$ cat config.mk
export PLATFORM = sky130hd
export DESIGN_NAME = lcd_pixel_clock_top
export DESIGN_NICKNAME = d
export VERILOG_FILES = /design/src/hw/lcd_pixel_clock_pkg.sv /design/src/hw/lcd_pixel_clock_div.sv /design/src/hw/lcd_pixel_clock_frame.sv /design/src/hw/lcd_pixel_clock_top.sv
export SDC_FILE = /design/constraint.sdc
export NUM_CORES = 1
export LEC_CHECK = 0
export BUFFER_PORTS_ARGS = -buffer_cell sky130_fd_sc_hd__buf_2
export CELL_PAD_IN_SITES_DETAIL_PLACEMENT = 1
export CELL_PAD_IN_SITES_GLOBAL_PLACEMENT = 1
export CORE_ASPECT_RATIO = 0.8
export CORE_MARGIN = 2
export CORE_UTILIZATION = 30
export DETAILED_ROUTE_END_ITERATION = 8
export PLACE_DENSITY_LB_ADDON = 0.1
export SLEW_MARGIN = 15
export SYNTH_ARGS = -nofsm -noshare
export SYNTH_HDL_FRONTEND = slang
export SYNTH_SLANG_ARGS = --single-unit
export TNS_END_PERCENT = 100
$ cat constraint.sdc
create_clock -name aclk -period 16 [get_ports aclk]
set_input_delay 3.2 -clock aclk [delete_from_list [all_inputs] [get_ports aclk]]
set_output_delay 3.2 -clock aclk [all_outputs]
set_load 0.02 [all_outputs]
$ cat src/hw/lcd_pixel_clock_pkg.sv
// LCD clock source package: register map, fields, reset values, types.
// Assumes one system clock (aclk) and an AXI4-Lite register bus.
package lcd_pixel_clock_pkg;
  // Clock rate of aclk
  localparam int unsigned CLK_HZ = 25_000_000;

  // Register indices; byte address is four times the index
  localparam logic [9:0] IDX_LCD_CONTROL = 10'h047;
  localparam logic [9:0] IDX_LCD_CLOCK   = 10'h048;
  localparam logic [9:0] IDX_FRA         = 10'h049;
  localparam logic [9:0] IDX_LINE_LEN    = 10'h04a;
  localparam logic [9:0] IDX_LINE_CNT    = 10'h04b;
  localparam logic [9:0] IDX_PAN         = 10'h04c;
  localparam logic [9:0] IDX_PUMP        = 10'h04d;
  localparam logic [9:0] IDX_SYS         = 10'h04e;
  localparam logic [9:0] IDX_IRQ_EN      = 10'h04f;
  localparam logic [9:0] IDX_IRQ_REQ     = 10'h050;

  // Reset values
  localparam logic [7:0] RST_LCD_CONTROL = 8'h80;
  localparam logic [7:0] RST_LCD_CLOCK   = 8'h00;
  localparam logic [7:0] RST_ZERO        = 8'h00;
  localparam logic [7:0] RST_PUMP        = 8'h02;
  localparam logic [7:0] PUMP_32K        = 8'h00;

  // Field positions
  localparam int BIT_OFF        = 7;
  localparam int BIT_BLINK      = 6;
  localparam int BIT_REV        = 5;
  localparam int BIT_CAS        = 4;
  localparam int GL_LSB         = 2;
  localparam int LCD_BUS_WIDTH_LSB       = 4;
  localparam int SYS_SEL_BIT    = 7;
  localparam int IRQ_FRAME_BIT  = 7;
  localparam int IRQ_SWITCH_BIT = 0;

  // Extra prescale of fast black/white mode
  localparam logic [7:0] FAST_DIV = 8'h08;

  // AXI responses
  localparam logic [1:0] RESP_OKAY   = 2'h0;
  localparam logic [1:0] RESP_DECERR = 2'h3;

  typedef enum logic [1:0] {
    GL_BW   = 2'h0,
    GL_G4   = 2'h1,
    GL_G16  = 2'h2,
    GL_FAST = 2'h3
  } lcd_pixel_clock_gl_e;

  typedef enum logic [3:0] {
    SRC_RC   = 4'h1,
    SRC_GO32 = 4'h2,
    SRC_K32  = 4'h4,
    SRC_GORC = 4'h8
  } lcd_pixel_clock_src_e;

  typedef struct packed {
    logic       display_off_bit;
    logic       blink_bit;
    logic       reverse_video_bit;
    logic       cascade_bit;
    lcd_pixel_clock_gl_e  gray_level_sel;
    logic [1:0] lcd_bus_width;
    logic [7:0] panning_offset;
    logic [7:0] pump_clock_sel;
    logic       on_32k;
  } lcd_pixel_clock_out_s;
endpackage

$ cat src/hw/lcd_pixel_clock_div.sv
// LCD pixel clock divider: one tick per LCD clock period.
// Assumes slow_tick is a synchronised one-cycle edge of the 32 kHz source.
`timescale 1ns/1ns
module lcd_pixel_clock_div
  import lcd_pixel_clock_pkg::*;
(
  input  wire logic       aclk,
  input  wire logic       aresetn,
  input  wire logic       use_slow,
  input  wire logic       slow_tick,
  input  wire logic       fast,
  input  wire logic [3:0] divider,
  output logic            tick_ff
);
  logic [7:0] cnt_ff;
  logic [7:0] nxt_cnt;
  logic       nxt_tick;
  logic [7:0] period;

  // Period: 1 at zero, else twice the field, times eight in fast mode
  always_comb
  begin
    period = (divider == 4'h0) ? 8'h01 : {3'h0, divider, 1'b0};
    if (fast)
      period = 8'(period * FAST_DIV);
    nxt_cnt  = cnt_ff;
    nxt_tick = 1'b0;
    if (use_slow)
    begin
      nxt_cnt  = 8'h00;
      nxt_tick = slow_tick;
    end
    else if (cnt_ff >= 8'(period - 8'h01))
    begin
      nxt_cnt  = 8'h00;
      nxt_tick = 1'b1;
    end
    else
      nxt_cnt = 8'(cnt_ff + 8'h01);
  end

  // Register state
  always_ff @(posedge aclk)
  begin
    if (!aresetn)
    begin
      cnt_ff  <= 8'h00;
      tick_ff <= 1'b0;
    end
    else
    begin
      cnt_ff  <= nxt_cnt;
      tick_ff <= nxt_tick;
    end
  end
endmodule

$ cat src/hw/lcd_pixel_clock_frame.sv
// Frame timer: counts LCD clock ticks and pulses at each frame end.
// Assumes tick is a one-cycle pulse from the divider.
`timescale 1ns/1ns
module lcd_pixel_clock_frame
  import lcd_pixel_clock_pkg::*;
(
  input  wire logic       aclk,
  input  wire logic       aresetn,
  input  wire logic       tick,
  input  wire logic [7:0] line_length_max,
  input  wire logic [7:0] frame_rate_adjust,
  input  wire logic [7:0] line_count_max,
  output logic            frame_ff
);
  logic [17:0] cnt_ff;
  logic [17:0] nxt_cnt;
  logic        nxt_frame;
  logic [17:0] flen;

  // Frame length in ticks: (len + adjust + 1) * (count * 2)
  always_comb
  begin
    flen = 18'((10'(line_length_max) + 10'(frame_rate_adjust) + 10'h001)
           * {line_count_max, 1'b0});
    nxt_cnt   = cnt_ff;
    nxt_frame = 1'b0;
    if (tick)
    begin
      if (18'(cnt_ff + 18'h00001) >= flen)
      begin
        nxt_cnt   = 18'h00000;
        nxt_frame = 1'b1;
      end
      else
        nxt_cnt = 18'(cnt_ff + 18'h00001);
    end
  end

  // Register state
  always_ff @(posedge aclk)
  begin
    if (!aresetn)
    begin
      cnt_ff   <= 18'h00000;
      frame_ff <= 1'b0;
    end
    else
    begin
      cnt_ff   <= nxt_cnt;
      frame_ff <= nxt_frame;
    end
  end
endmodule

$ cat src/hw/lcd_pixel_clock_top.sv
// LCD clock source, divider, frame timer and system clock switch.
// Assumes an AXI4-Lite master and a 32 kHz crystal level on a pin.
`timescale 1ns/1ns
module lcd_pixel_clock_top
  import lcd_pixel_clock_pkg::*;
(
  input  wire logic        aclk,
  input  wire logic        aresetn,
  input  wire logic [11:0] awaddr,
  input  wire logic [2:0]  awprot,
  input  wire logic        awvalid,
  output logic             awready,
  input  wire logic [31:0] wdata,
  input  wire logic [3:0]  wstrb,
  input  wire logic        wvalid,
  output logic             wready,
  output logic [1:0]       bresp,
  output logic             bvalid,
  input  wire logic        bready,
  input  wire logic [11:0] araddr,
  input  wire logic [2:0]  arprot,
  input  wire logic        arvalid,
  output logic             arready,
  output logic [31:0]      rdata,
  output logic [1:0]       rresp,
  output logic             rvalid,
  input  wire logic        rready,
  input  wire logic        slow_crystal_osc,
  output logic             lcd_pixel_clock,
  output logic             lcd_frame,
  output logic             irq,
  output lcd_pixel_clock_out_s       lcd_out
);
  // Address match on an aligned word
  function automatic logic hit(input logic [11:0] a, input logic [9:0] idx);
    hit = (a == {idx, 2'b00});
  endfunction

  logic [7:0]  ctl_ff, lck_ff, fra_ff, llen_ff, lcnt_ff, pan_ff, pump_ff;
  logic [7:0]  ien_ff, ireq_ff;
  logic [7:0]  nxt_ctl, nxt_lck, nxt_fra, nxt_llen, nxt_lcnt, nxt_pan, nxt_pump;
  logic [7:0]  nxt_ien, nxt_ireq;
  logic        sel_ff, nxt_sel;
  lcd_pixel_clock_src_e  src_ff, nxt_src;
  logic        awready_ff, bvalid_ff, arready_ff, rvalid_ff;
  logic        nxt_awready, nxt_bvalid, nxt_arready, nxt_rvalid;
  logic [1:0]  bresp_ff, rresp_ff, nxt_bresp, nxt_rresp;
  logic [31:0] rdata_ff, nxt_rdata;
  logic        s1_ff, s2_ff, s3_ff, slow_lvl_ff, nxt_slow_lvl;
  logic        slow_edge, on_32k, wr_go, rd_go, wr_map, rd_map;
  logic        div_tick, frame_ev, done_ev;
  logic        irq_ff, nxt_irq, pix_ff, frm_ff;
  lcd_pixel_clock_out_s  out_ff, nxt_out;
  lcd_pixel_clock_gl_e   gl_eff;
  logic [7:0]  set_req, clr_req, rd_val;

  assign awready         = awready_ff;
  assign wready          = awready_ff;
  assign bvalid          = bvalid_ff;
  assign bresp           = bresp_ff;
  assign arready         = arready_ff;
  assign rvalid          = rvalid_ff;
  assign rdata           = rdata_ff;
  assign rresp           = rresp_ff;
  assign irq             = irq_ff;
  assign lcd_pixel_clock = pix_ff;
  assign lcd_frame       = frm_ff;
  assign lcd_out         = out_ff;

  // Pin synchroniser; a change counts once second and third agree
  always_ff @(posedge aclk)
  begin
    if (!aresetn)
    begin
      s1_ff       <= 1'b0;
      s2_ff       <= 1'b0;
      s3_ff       <= 1'b0;
      slow_lvl_ff <= 1'b0;
    end
    else
    begin
      s1_ff       <= slow_crystal_osc;
      s2_ff       <= s1_ff;
      s3_ff       <= s2_ff;
      slow_lvl_ff <= nxt_slow_lvl;
    end
  end
  assign nxt_slow_lvl = (s2_ff == s3_ff) ? s3_ff : slow_lvl_ff;
  assign slow_edge    = (s2_ff == s3_ff) && s3_ff && !slow_lvl_ff;

  // Source state: the LCD runs from the slow clock once switched
  assign on_32k = (src_ff == SRC_K32) || (src_ff == SRC_GORC);
  assign gl_eff = on_32k ? GL_FAST : lcd_pixel_clock_gl_e'(ctl_ff[GL_LSB +: 2]);

  // AXI handshakes: address and data are taken together
  assign wr_go  = awready_ff && awvalid && wvalid;
  assign rd_go  = arready_ff && arvalid;
  assign wr_map = hit(awaddr, IDX_LCD_CONTROL) || hit(awaddr, IDX_LCD_CLOCK) ||
                  hit(awaddr, IDX_FRA) || hit(awaddr, IDX_LINE_LEN) ||
                  hit(awaddr, IDX_LINE_CNT) || hit(awaddr, IDX_PAN) ||
                  hit(awaddr, IDX_PUMP) || hit(awaddr, IDX_SYS) ||
                  hit(awaddr, IDX_IRQ_EN) || hit(awaddr, IDX_IRQ_REQ);

  // Read mux; the clock register is write-only and reads zero
  always_comb
  begin
    rd_map = 1'b1;
    rd_val = 8'h00;
    if (hit(araddr, IDX_LCD_CONTROL))
      rd_val = ctl_ff;
    else if (hit(araddr, IDX_LCD_CLOCK))
      rd_val = 8'h00;
    else if (hit(araddr, IDX_FRA))
      rd_val = fra_ff;
    else if (hit(araddr, IDX_LINE_LEN))
      rd_val = llen_ff;
    else if (hit(araddr, IDX_LINE_CNT))
      rd_val = lcnt_ff;
    else if (hit(araddr, IDX_PAN))
      rd_val = pan_ff;
    else if (hit(araddr, IDX_PUMP))
      rd_val = pump_ff;
    else if (hit(araddr, IDX_SYS))
      rd_val = {on_32k, 7'h00};
    else if (hit(araddr, IDX_IRQ_EN))
      rd_val = ien_ff;
    else if (hit(araddr, IDX_IRQ_REQ))
      rd_val = ireq_ff;
    else
      rd_map = 1'b0;
  end

  // Bus channel next state
  always_comb
  begin
    nxt_awready = !awready_ff && !bvalid_ff && awvalid && wvalid;
    nxt_bvalid  = bvalid_ff && !bready;
    nxt_bresp   = bresp_ff;
    nxt_arready = !arready_ff && !rvalid_ff && arvalid;
    nxt_rvalid  = rvalid_ff && !rready;
    nxt_rresp   = rresp_ff;
    nxt_rdata   = rdata_ff;
    if (wr_go)
    begin
      nxt_bvalid = 1'b1;
      nxt_bresp  = wr_map ? RESP_OKAY : RESP_DECERR;
    end
    if (rd_go)
    begin
      nxt_rvalid = 1'b1;
      nxt_rresp  = rd_map ? RESP_OKAY : RESP_DECERR;
      nxt_rdata  = {24'h000000, rd_val};
    end
  end

  // Source switch: on_32k changes only on a synchronised slow clock edge
  always_comb
  begin
    nxt_src = src_ff;
    done_ev = 1'b0;
    case (src_ff)
      SRC_RC:   if (sel_ff) nxt_src = SRC_GO32;
      SRC_GO32:
      begin
        if (!sel_ff)
          nxt_src = SRC_RC;
        else if (slow_edge)
        begin
          nxt_src = SRC_K32;
          done_ev = 1'b1;
        end
      end
      SRC_K32:  if (!sel_ff) nxt_src = SRC_GORC;
      SRC_GORC:
      begin
        if (slow_edge)
        begin
          nxt_src = SRC_RC;
          done_ev = 1'b1;
        end
      end
      default:  nxt_src = SRC_RC;
    endcase
  end

  // Register file, pump override and sticky requests
  always_comb
  begin
    nxt_ctl  = ctl_ff;
    nxt_lck  = lck_ff;
    nxt_fra  = fra_ff;
    nxt_llen = llen_ff;
    nxt_lcnt = lcnt_ff;
    nxt_pan  = pan_ff;
    nxt_pump = pump_ff;
    nxt_sel  = sel_ff;
    nxt_ien  = ien_ff;
    clr_req  = 8'h00;
    if (wr_go && wstrb[0])
    begin
      if (hit(awaddr, IDX_LCD_CONTROL)) nxt_ctl = wdata[7:0];
      if (hit(awaddr, IDX_LCD_CLOCK)) nxt_lck = {2'b00, wdata[5:0]};
      if (hit(awaddr, IDX_FRA) && !on_32k) nxt_fra = wdata[7:0];
      if (hit(awaddr, IDX_LINE_LEN)) nxt_llen = wdata[7:0];
      if (hit(awaddr, IDX_LINE_CNT)) nxt_lcnt = wdata[7:0];
      if (hit(awaddr, IDX_PAN)) nxt_pan = wdata[7:0];
      if (hit(awaddr, IDX_PUMP)) nxt_pump = wdata[7:0];
      if (hit(awaddr, IDX_SYS)) nxt_sel = wdata[SYS_SEL_BIT];
      if (hit(awaddr, IDX_IRQ_EN)) nxt_ien = wdata[7:0];
      if (hit(awaddr, IDX_IRQ_REQ)) clr_req = ~wdata[7:0];
    end
    // Entering the slow source drops the pump to 32 kHz
    if (src_ff == SRC_GO32 && nxt_src == SRC_K32)
      nxt_pump = PUMP_32K;
    set_req = 8'h00;
    set_req[IRQ_FRAME_BIT]  = frame_ev;
    set_req[IRQ_SWITCH_BIT] = done_ev;
    nxt_ireq = (ireq_ff & ~clr_req) | set_req;
    nxt_irq  = |(ireq_ff & ien_ff);
  end

  // Output image of the effective settings
  always_comb
  begin
    nxt_out.display_off_bit   = ctl_ff[BIT_OFF];
    nxt_out.blink_bit         = ctl_ff[BIT_BLINK];
    nxt_out.reverse_video_bit = ctl_ff[BIT_REV];
    nxt_out.cascade_bit       = ctl_ff[BIT_CAS];
    nxt_out.gray_level_sel    = gl_eff;
    nxt_out.lcd_bus_width     = lck_ff[LCD_BUS_WIDTH_LSB +: 2];
    nxt_out.panning_offset    = on_32k ? 8'h00 : pan_ff;
    nxt_out.pump_clock_sel    = pump_ff;
    nxt_out.on_32k            = on_32k;
  end

  // LCD clock from the system clock, or the slow edge once switched
  lcd_pixel_clock_div u_div (
    .aclk      (aclk),
    .aresetn   (aresetn),
    .use_slow  (on_32k),
    .slow_tick (slow_edge),
    .fast      (gl_eff == GL_FAST),
    .divider   (lck_ff[3:0]),
    .tick_ff   (div_tick)
  );

  // Frame timer
  lcd_pixel_clock_frame u_frame (
    .aclk              (aclk),
    .aresetn           (aresetn),
    .tick              (div_tick),
    .line_length_max   (llen_ff),
    .frame_rate_adjust (fra_ff),
    .line_count_max    (lcnt_ff),
    .frame_ff          (frame_ev)
  );

  // Register all state except the pin synchroniser
  always_ff @(posedge aclk)
  begin
    if (!aresetn)
    begin
      ctl_ff     <= RST_LCD_CONTROL;
      lck_ff     <= RST_LCD_CLOCK;
      fra_ff     <= RST_ZERO;
      llen_ff    <= RST_ZERO;
      lcnt_ff    <= RST_ZERO;
      pan_ff     <= RST_ZERO;
      pump_ff    <= RST_PUMP;
      sel_ff     <= 1'b0;
      ien_ff     <= RST_ZERO;
      ireq_ff    <= RST_ZERO;
      src_ff     <= SRC_RC;
      awready_ff <= 1'b0;
      bvalid_ff  <= 1'b0;
      bresp_ff   <= RESP_OKAY;
      arready_ff <= 1'b0;
      rvalid_ff  <= 1'b0;
      rresp_ff   <= RESP_OKAY;
      rdata_ff   <= 32'h00000000;
      irq_ff     <= 1'b0;
      pix_ff     <= 1'b0;
      frm_ff     <= 1'b0;
      out_ff     <= '0;
    end
    else
    begin
      ctl_ff     <= nxt_ctl;
      lck_ff     <= nxt_lck;
      fra_ff     <= nxt_fra;
      llen_ff    <= nxt_llen;
      lcnt_ff    <= nxt_lcnt;
      pan_ff     <= nxt_pan;
      pump_ff    <= nxt_pump;
      sel_ff     <= nxt_sel;
      ien_ff     <= nxt_ien;
      ireq_ff    <= nxt_ireq;
      src_ff     <= nxt_src;
      awready_ff <= nxt_awready;
      bvalid_ff  <= nxt_bvalid;
      bresp_ff   <= nxt_bresp;
      arready_ff <= nxt_arready;
      rvalid_ff  <= nxt_rvalid;
      rresp_ff   <= nxt_rresp;
      rdata_ff   <= nxt_rdata;
      irq_ff     <= nxt_irq;
      pix_ff     <= div_tick;
      frm_ff     <= frame_ev;
      out_ff     <= nxt_out;
    end
  end
endmodule

# [Word-level counts from Yosys, hierarchy flattened]
# Index checks and enable logic that the tools add are counted.
[classes] n_addsub=5 n_mul=1 order_cmp=2 eq_ne=27 n_mux=45 bitwise=6 reduce_logical=51
[ops] operator="equality test 12 x 9 -> 1 bit (second input constant)" n=20
[ops] operator="two-way mux 8 bit" n=13
[ops] operator="adder 18 x 1 -> 18 bit (second input constant)" n=2
[ops] operator="AND reduction 2 bit" n=11
[ops] operator="two-way mux 4 bit" n=5
[ops] operator="greater-or-equal comparator 18 bit" n=1
[ops] operator="multiplier 18 x 8 -> 17 bit" n=1
[ops] operator="two-way mux 18 bit" n=1
[ops] operator="two-way mux 1 bit" n=17
[ops] operator="bitwise AND 8 bit" n=2
[ops] operator="inverter 8 bit" n=2
[ops] operator="one-hot mux 4 bit (4 select lines)" n=1
[ops] operator="logical AND 1 bit" n=15
[ops] operator="two-way mux 2 bit" n=6
[ops] operator="logical OR 1 bit" n=10
[ops] operator="adder 8 x 8 -> 9 bit" n=1
[ops] operator="adder 8 x 1 -> 8 bit (second input constant)" n=1
[ops] operator="equality test 4 x 3 -> 1 bit (second input constant)" n=2
[ops] operator="greater-or-equal comparator 8 bit" n=1
[ops] operator="zero test 1 bit" n=8
[ops] operator="bitwise OR 8 bit" n=1
[ops] operator="OR reduction 8 bit" n=1
[ops] operator="subtractor 8 x 1 -> 8 bit (second input constant)" n=1
[ops] operator="two-way mux 5 bit" n=1
[ops] operator="other kinds (11)" n=13
[word_totals] ff_bits=151 input_bits=74 out_inout_bits=69 elab_cells=176

# [Longest topological paths before layout]
# Gate-level depths: netlist of the first run.
[logic_depth] depth_word=12 mapped_depth=32 mapped_depth_nobuf=31

# [By module]
# A second synthesis of the first run with hierarchy kept.
[unflattened] hier_cells=1151 area_unflattened_um2=10234.8
[by_module_without_submodules] module="lcd_pixel_clock_top" instances=1 cells_each=608 area_each_um2=5554.1 seq_area_each_um2=2422.3
[by_module_without_submodules] module="lcd_pixel_clock_frame" instances=1 cells_each=456 area_each_um2=3962.6 seq_area_each_um2=380.4
[by_module_without_submodules] module="lcd_pixel_clock_div" instances=1 cells_each=87 area_each_um2=718.2 seq_area_each_um2=180.2

# [Worst setup path before layout of the first run]
# No wires, ideal clock.
[synth_timing] kind="flip-flop to flip-flop" startpoint="register fra_ff[0]" endpoint="register u_frame.cnt_ff[3]" setup_ns=0.060 t_arrival_ns=7.165 required_time_ns=15.940 setup_slack_ns=8.775 path_stages_with_launch=29 n_path_buf=0 period_less_slack_ns=7.225 cell_sequence="dfxtp_1 -> ha_1 -> fa_1 -> a21o_1 -> and4_4 -> o31ai_1 -> o311a_4 -> nand4b_1 -> xor2_2 -> and2_1 -> fa_1 -> fa_1 -> fa_1 -> inv_1 -> fa_1 -> inv_1 -> ha_1 -> a21o_1 -> a21oi_1 -> o21ai_0 -> a31o_2 -> a21oi_1 -> xor2_1 -> ha_1 -> a211oi_1 -> o21a_1 -> a31oi_1 -> nor3_1 -> a22o_1"
[synth_between] elab_chain_len=5
[synth_rtl] element="start: declaration" line_no="lcd_pixel_clock_top.sv:39" source="logic [7:0] ctl_ff, lck_ff, fra_ff, llen_ff, lcnt_ff, pan_ff, pump_ff;"
[synth_rtl] element="start signal: assignment" line_no="lcd_pixel_clock_top.sv:290" source="fra_ff <= nxt_fra;"
[synth_rtl] element="adder 8 x 8 -> 9 bit" line_no="lcd_pixel_clock_frame.sv:23" source="flen = 18'((10'(line_length_max) + 10'(frame_rate_adjust) + 10'h001)"
[synth_rtl] element="adder 18 x 1 -> 18 bit" line_no="lcd_pixel_clock_frame.sv:23"
[synth_rtl] element="multiplier 18 x 8 -> 17 bit" line_no="lcd_pixel_clock_frame.sv:24" source="* {line_count_max, 1'b0});"
[synth_rtl] element="greater-or-equal comparator 18 bit" line_no="lcd_pixel_clock_frame.sv:29" source="if (18'(cnt_ff + 18'h00001) >= flen)"
[synth_rtl] element="two-way mux 18 bit" line_no="lcd_pixel_clock_frame.sv:29"
[synth_rtl] element="end signal: assignment" line_no="lcd_pixel_clock_frame.sv:49" source="cnt_ff <= nxt_cnt;"
[synth_rtl] element="end: declaration" line_no="lcd_pixel_clock_frame.sv:15" source="logic [17:0] cnt_ff;"
# No other way between the ends.
# A chain may end at the register's enable or synchronous reset.

# [Final worst setup path of the first run]
[layout_timing] startpoint="register fra_ff[0]" endpoint="register u_frame.cnt_ff[9]"
# Same word-level chain as after synthesis.

==> results by group, run 1 <==
Synthesis
  – Synth Warn #: 0
  – Cell taking the most area after synthesis: dfxtp_1
  – Mux contribution to synthesized area: 4.57%
  – Synth Area in Compound Gates: 12.9%
  – Synth area leaders: dfxtp_1 29%, fa_1 9.3%, ha_1 9.0%, mux2i_1 4.6%, and2_1 4.4%
  – Simple-gate share of the synthesized area: 22.3%
  – Per-instance average area after synthesis: 8.79 um^2
  – Yosys reg bits: around 150
  – Area of the mapped netlist: 10,300 um^2
  – Mapped Cells: 1,171
  – Largest family of logic cells by synthesized area: simple AND/OR/NAND/NOR gates
  – Post-synth EDFFs: 0
  – Synth Area in XOR/XNOR: 5.42%
  – Synth cell types: 80
  – Ys flop type: dfxtp_1
  – Seq/Total Area, Yosys: 29.0%
  – Adder-Cell Fraction of Synth Area: 18.3%
  – Yosys top cell area share: 29.0%
  – Post-synth ARST share: 0%

Critical path
  – WP buf/inv: 2
  – Slowest cell on the critical path: nor3_1
  – Setup crit start kind: flop
  – Nature of the critical path endpoint: flop
  – Top cell by count, worst path: fa_1
  – Crit path max-delay family: adder cells
  – Kind of critical path: reg -> reg
  – Critical Path AT: approximately 8900 ps
  – Worst Path Max Fanout: 8
  – R2R depth: 28
  – Worst Path Required: 16,380 ps
  – CP Depth: 28
  – Max stage delay on crit path: 600 ps

Clocking
  – CTS H-tree lvls: 4
  – Clk slew on worst S/H paths: approximately 70 ps
  – Hold buffers post-CTS: 0
  – Worst-skew pair later-pin latency: 440 ps
  – CTS buffer count: 17
  – CTS root buf: clkbuf_16
  – Post-CTS setup buffers: 0
  – CTS tree: yes
  – Clock Path Buffers: 2
  – Post-CTS resize count: 0
  – CTS sink cnt: 149

Final layout
  – Area grow syn2layout: 11.8%
  – Non-filler cells, final: 1,672
  – Seq. cell area: 2980 um^2
  – Multi-input logic area: 6630 um^2
  – Commonest non-fill, non-tap cell in the layout: dfxtp_1
  – Most frequent cells in the layout: 149 x dfxtp_1, 113 x nand2_1, 96 x nor2_1
  – Fin area: 11,500 um^2
  – Total Nets Final: 1,420
  – Proportion of layout cells with a drive suffix above 1: roughly an eighth
  – Filler Cells Inserted: 3,968
  – Final core utilization: 34.2%

Global route
  – Initial antenna violation count: 1
  – First-pass GRT wire length: 48,900 um
  – GRT overflow: 0
  – Overall Global Routing Usage: 17.8%
  – Vias in the first global route: around 8,300
  – Largest net degree at the start of global routing: 64

Placement
  – Post-Place Cells: 1,639
  – I/O Buffers: 85
  – DP Area: 10,900 um^2
  – GP Congestion: 0.754
  – Worst setup slack after placement: approximately 7600 ps
  – Placed wire-length estimate: 23,200 um

Die
  – Initial Utilization: a little under a third
  – Die H: about 170 um
  – Ports: between 100 and 150
  – Row Count: 60
  – Core area: 33,700 um^2
  – Die area: 35,800 um^2
  – Die Wd: between 200 and 250 um

STA
  – Final Hold Fails: 0
  – Tightest Pin Transition: 1070 ps
  – Setup TNS: 0 ps
  – RSZ-0062 raised after global routing: no
  – Post-Route Skew: approximately 12 ps
  – Max Clk Rate: 0.118 GHz
  – # setup viols final: 0
  – Max-slew violations: 0
  – Worst slew margin: 27.5%
  – Final period utilization: a little over half
  – Worst hold margin: 443 ps
  – Final min period: between 8000 and 9000 ps
  – Final WS setup: 7530 ps

Power
  – Design Power: around 0.83 mW
  – Leak: 5.48 nW
  – Pwr Density: 72.4 nW/um^2
  – Peak VDD IR: 0.0657 mV

Detailed routing
  – Detailed-route wire length per cell: 18.5 um
  – DRC viols: 0
  – Drt total wl: 30,900 um
  – Vias after detailed routing: 8,231
  – Drt initial violations: 410
  – Drt first pass iters: 5
  – Post-route ant nets: 0
  – Average vias per placed instance: 4.92

Hold path
  – WHS Path Cells: 1
  – Min-delay worst type: reg -> reg

Run status
  – Outcome: finished, final reports clean

Run
  – Number of max-cap violations: 0
## cell families after synthesis
group	count (synthesis)
adder cells (fa/ha/maj)	122
other	1
AND/OR/NAND/NOR	441
XOR/XNOR	62
AO/OA/AOI/OAI	192
buffers and inverters	157
multiplexers	47
flip-flops	149
## sequential cells by signal (all words and copies together) (netlist names), 4 cells and up
signal and count:
llen_ff 8, ien_ff 8, pump_ff 8, ctl_ff 8, fra_ff 8, ireq_ff 8, u_frame.cnt_ff 18, rdata 8
lcd_out 25, pan_ff 8, lcnt_ff 8, src_ff 4, lck_ff 6, u_div.cnt_ff 8
## Yosys cell counts (29+ instances only)
| cell type | instances |
|---|---|
| dfxtp_1 | 149 |
| nand2_1 | 113 |
| nor2_1 | 96 |
| inv_1 | 79 |
| ha_1 | 74 |
| and2_1 | 72 |
| a21oi_1 | 56 |
| fa_1 | 48 |
| mux2i_1 | 47 |
| clkbuf_1 | 37 |
| nand3_1 | 33 |
| xor2_1 | 33 |
| o21ai_0 | 31 |
| buf_4 | 29 |
## path summary, 6_finish.rpt
| check | startpoint | to | slack (ps) |
|---|---|---|---|
| max reg2reg | fra_ff[0] | u_frame.cnt_ff[9] | 7530 |
| min | s1_ff | s2_ff | 440 |
| min reg2reg | s1_ff | s2_ff | 440 |
| max | fra_ff[0] | u_frame.cnt_ff[9] | 7530 |
## report_power, final
part	switching (mW)	internal, mW	total (mW)
combinational	0.0315	0.0106	0.0422
clock	0.171	0.245	0.416
sequential	0.00234	0.374	0.376
## area by class of cell
type / instances / area share, %
Inverter: 80 / 2.61
Tap cell: 434 / 4.72
Clock inverter: 12 / 1.22
Multi-Input combinational cell: 888 / 57.6
Antenna cell: 1 / 0.0217
Clock buffer: 20 / 4.05
Sequential cell: 149 / 25.9
Timing Repair Buffer: 88 / 3.89
## metal layers
metal / routed length [um] / global-route usage, % / vias to the layer above
met5: 0 / 0 / -
met2: 12700 / 25.7 / 123
met4: 386 / 4.29 / 0
met1: 16700 / 27.5 / 4027
met3: 993 / 2.72 / 26
li1: - / - / 4055
Power figures use the tool's default switching activity.
==> run 2, diff against run 1 <==
==> constraint.sdc (replaced) <==
create_clock -name aclk -period 8 [get_ports aclk]
set_input_delay 1.6 -clock aclk [delete_from_list [all_inputs] [get_ports aclk]]
set_output_delay 1.6 -clock aclk [all_outputs]
set_load 0.02 [all_outputs]
==> run 2 against run 1 <==
Against the previous run: total power grew 100%; cell count up 0.84%; critical path type unchanged; clock skew about the same; maximum frequency increased by 11%; non-clock buffer count grew 14; flip-flop and latch count is the same; critical path depth is the same; highest routed layer unchanged.
==> results by group, run 2 (synthesis results as in run 1) <==
Run status
  – Outcome: finished, final reports clean (unchanged)

Clocking
  – Hold buffers post-CTS: 0 (unchanged)
  – CTS sink cnt: 149 (unchanged)
  – CTS H-tree lvls: 4 (unchanged)
  – CTS tree: yes (unchanged)
  – CTS buffer count: 17 (unchanged)
  – CTS root buf: clkbuf_16 (unchanged)
  – Clock Path Buffers: 2 (unchanged)
  – Clk slew on worst S/H paths: 70 ps (about the same)
  – Worst-skew pair later-pin latency: 440 ps (about the same)

Final layout
  – Number of flip-flops in the largest register: 25 (unchanged)
  – Commonest non-fill, non-tap cell in the layout: dfxtp_1 (unchanged)
  – Total Nets Final: 1,434 (was 1,420)
  – Area grow syn2layout: 13.5% (was 11.8%)
  – Most frequent cells in the layout: 149 x dfxtp_1, 113 x nand2_1, 96 x nor2_1 (unchanged)
  – Proportion of layout cells with a drive suffix above 1: 13.9% (was 12.6%)

Global route
  – Vias in the first global route: 8,439 (was 8,306)
  – Overall Global Routing Usage: 18.0% (was 17.8%)
  – First-pass GRT wire length: 49,200 um (was 48,900 um)
  – GRT overflow: 0 (unchanged)
  – Initial antenna violation count: 1 (unchanged)
  – Largest net degree at the start of global routing: 52 (was 64)

STA
  – Worst slew margin: 27.4% (was 27.5%)
  – Post-Route Skew: 12.9 ps (was 12.4 ps)
  – # setup viols final: 0 (unchanged)
  – Final Hold Fails: 0 (unchanged)
  – Final period utilization: 95.4% (was 52.9%)
  – Final WS setup: 367 ps (was 7530 ps)
  – Max Clk Rate: 0.131 GHz (was 0.118 GHz)
  – Tightest Pin Transition: 1070 ps (about the same)
  – Final min period: 7630 ps (was 8470 ps)
  – Max-slew violations: 0 (unchanged)

Critical path
  – Setup crit start kind: flop (unchanged)
  – Slowest cell on the critical path: fa_1 (was nor3_1)
  – Worst Path Required: 8380 ps (was 16,380 ps)
  – Nature of the critical path endpoint: flop (unchanged)
  – WP buf/inv: 2 (unchanged)
  – Crit path max-delay family: adder cells (unchanged)
  – Crit. Startpoint: fra_ff[0] (unchanged)
  – Worst reg2reg startpoint: fra_ff[0] (unchanged)
  – Critical Path AT: 8010 ps (was 8850 ps)
  – Max stage delay on crit path: 560 ps (was 600 ps)
  – Worst Path Max Fanout: 5 (was 8)
  – Kind of critical path: reg -> reg (unchanged)
  – Top cell by count, worst path: fa_1 (unchanged)

Die
  – Die H: 170 um (unchanged)
  – Core area: 33,700 um^2 (unchanged)
  – Die area: 35,800 um^2 (unchanged)
  – Die Wd: 211 um (unchanged)
  – Row Count: 60 (unchanged)
  – Ports: 143 (unchanged)
  – Initial Utilization: 30.5% (unchanged)

Detailed routing
  – Average vias per placed instance: 4.92 (about the same)
  – Detailed-route wire length per cell: 18.4 um (was 18.5 um)
  – Drt total wl: 31,000 um (was 30,900 um)
  – Drt first pass iters: 5 (unchanged)
  – Vias after detailed routing: 8,294 (was 8,231)
  – Post-route ant nets: 0 (unchanged)
  – DRC viols: 0 (unchanged)
  – Drt initial violations: 344 (was 410)

Placement
  – Placed wire-length estimate: 23,400 um (was 23,200 um)
  – GP Congestion: 0.775 (was 0.754)
  – I/O Buffers: 85 (unchanged)
  – Worst setup slack after placement: 130 ps (was 7600 ps)

Hold path
  – Min-delay worst type: reg -> reg (unchanged)
  – Worst hold start: s1_ff (unchanged)

Power
  – Pwr Density: 145 nW/um^2 (was 72.4 nW/um^2)
  – Design Power: 1.69 mW (was 0.834 mW)
  – Peak VDD IR: 0.144 mV (was 0.0657 mV)
  – Leak: 5.56 nW (was 5.48 nW)

Run
  – Number of max-cap violations: 0 (unchanged)
[run 2: changes by cell type in the layout (fill, tap and decap cells not counted), sizes merged]
cell and change:
clkinvlp -1, buf +14, bufinv +1
[run 2: timing repair]
action | in CTS | in global routing
endpoints found under the setup margin | 0 | 17
gates resized for setup | 0 | 9
buffers inserted | 0 | 1
[run 2: final timing paths]
path,cells past startpoint,endpoint,slack [ps]
min,1,s2_ff,440
max reg2reg,28,u_frame.cnt_ff[1],370
min reg2reg,1,s2_ff,440
max,28,u_frame.cnt_ff[1],370
[run 2: report_power, final]
part           switching (mW)  internal (mW)  leakage [nW]
registers             0.00474          0.747          1.20
clock network           0.347          0.505         0.293
logic                  0.0630         0.0222          4.06
total                   0.415           1.27          5.56
[run 2: final cells by class]
class / count / area, um^2
clock buffer: 20 / 447
fill: 3942 / 22000
clock inverter: 12 / 166
inverter: 80 / 300
sequential: 149 / 2980
multi-input combinational: 888 / 6680
timing repair buffer: 102 / 566
antenna: 1 / 2.50
tap: 434 / 543
[run 2: through the flow]
stage	area, um^2	setup TNS [ps]	hold slack, ps	util (%)	std cells
finish	11700	0	441	34.7	1686
global route	11700	-157	479	34.7	1685
CTS	11600	0	446	34.5	1684
detailed placement	11000	0	422	32.7	1652
global placement	11000	0	423	32.7	1652
floorplan	10400	0	412	-	1194
[run 2: per-layer routing]
layer	wire length (um)	GRT usage, %
met1	16600	27.4
met2	13000	26.4
met3	1090	2.74
met4	286	3.98
met5	0	0
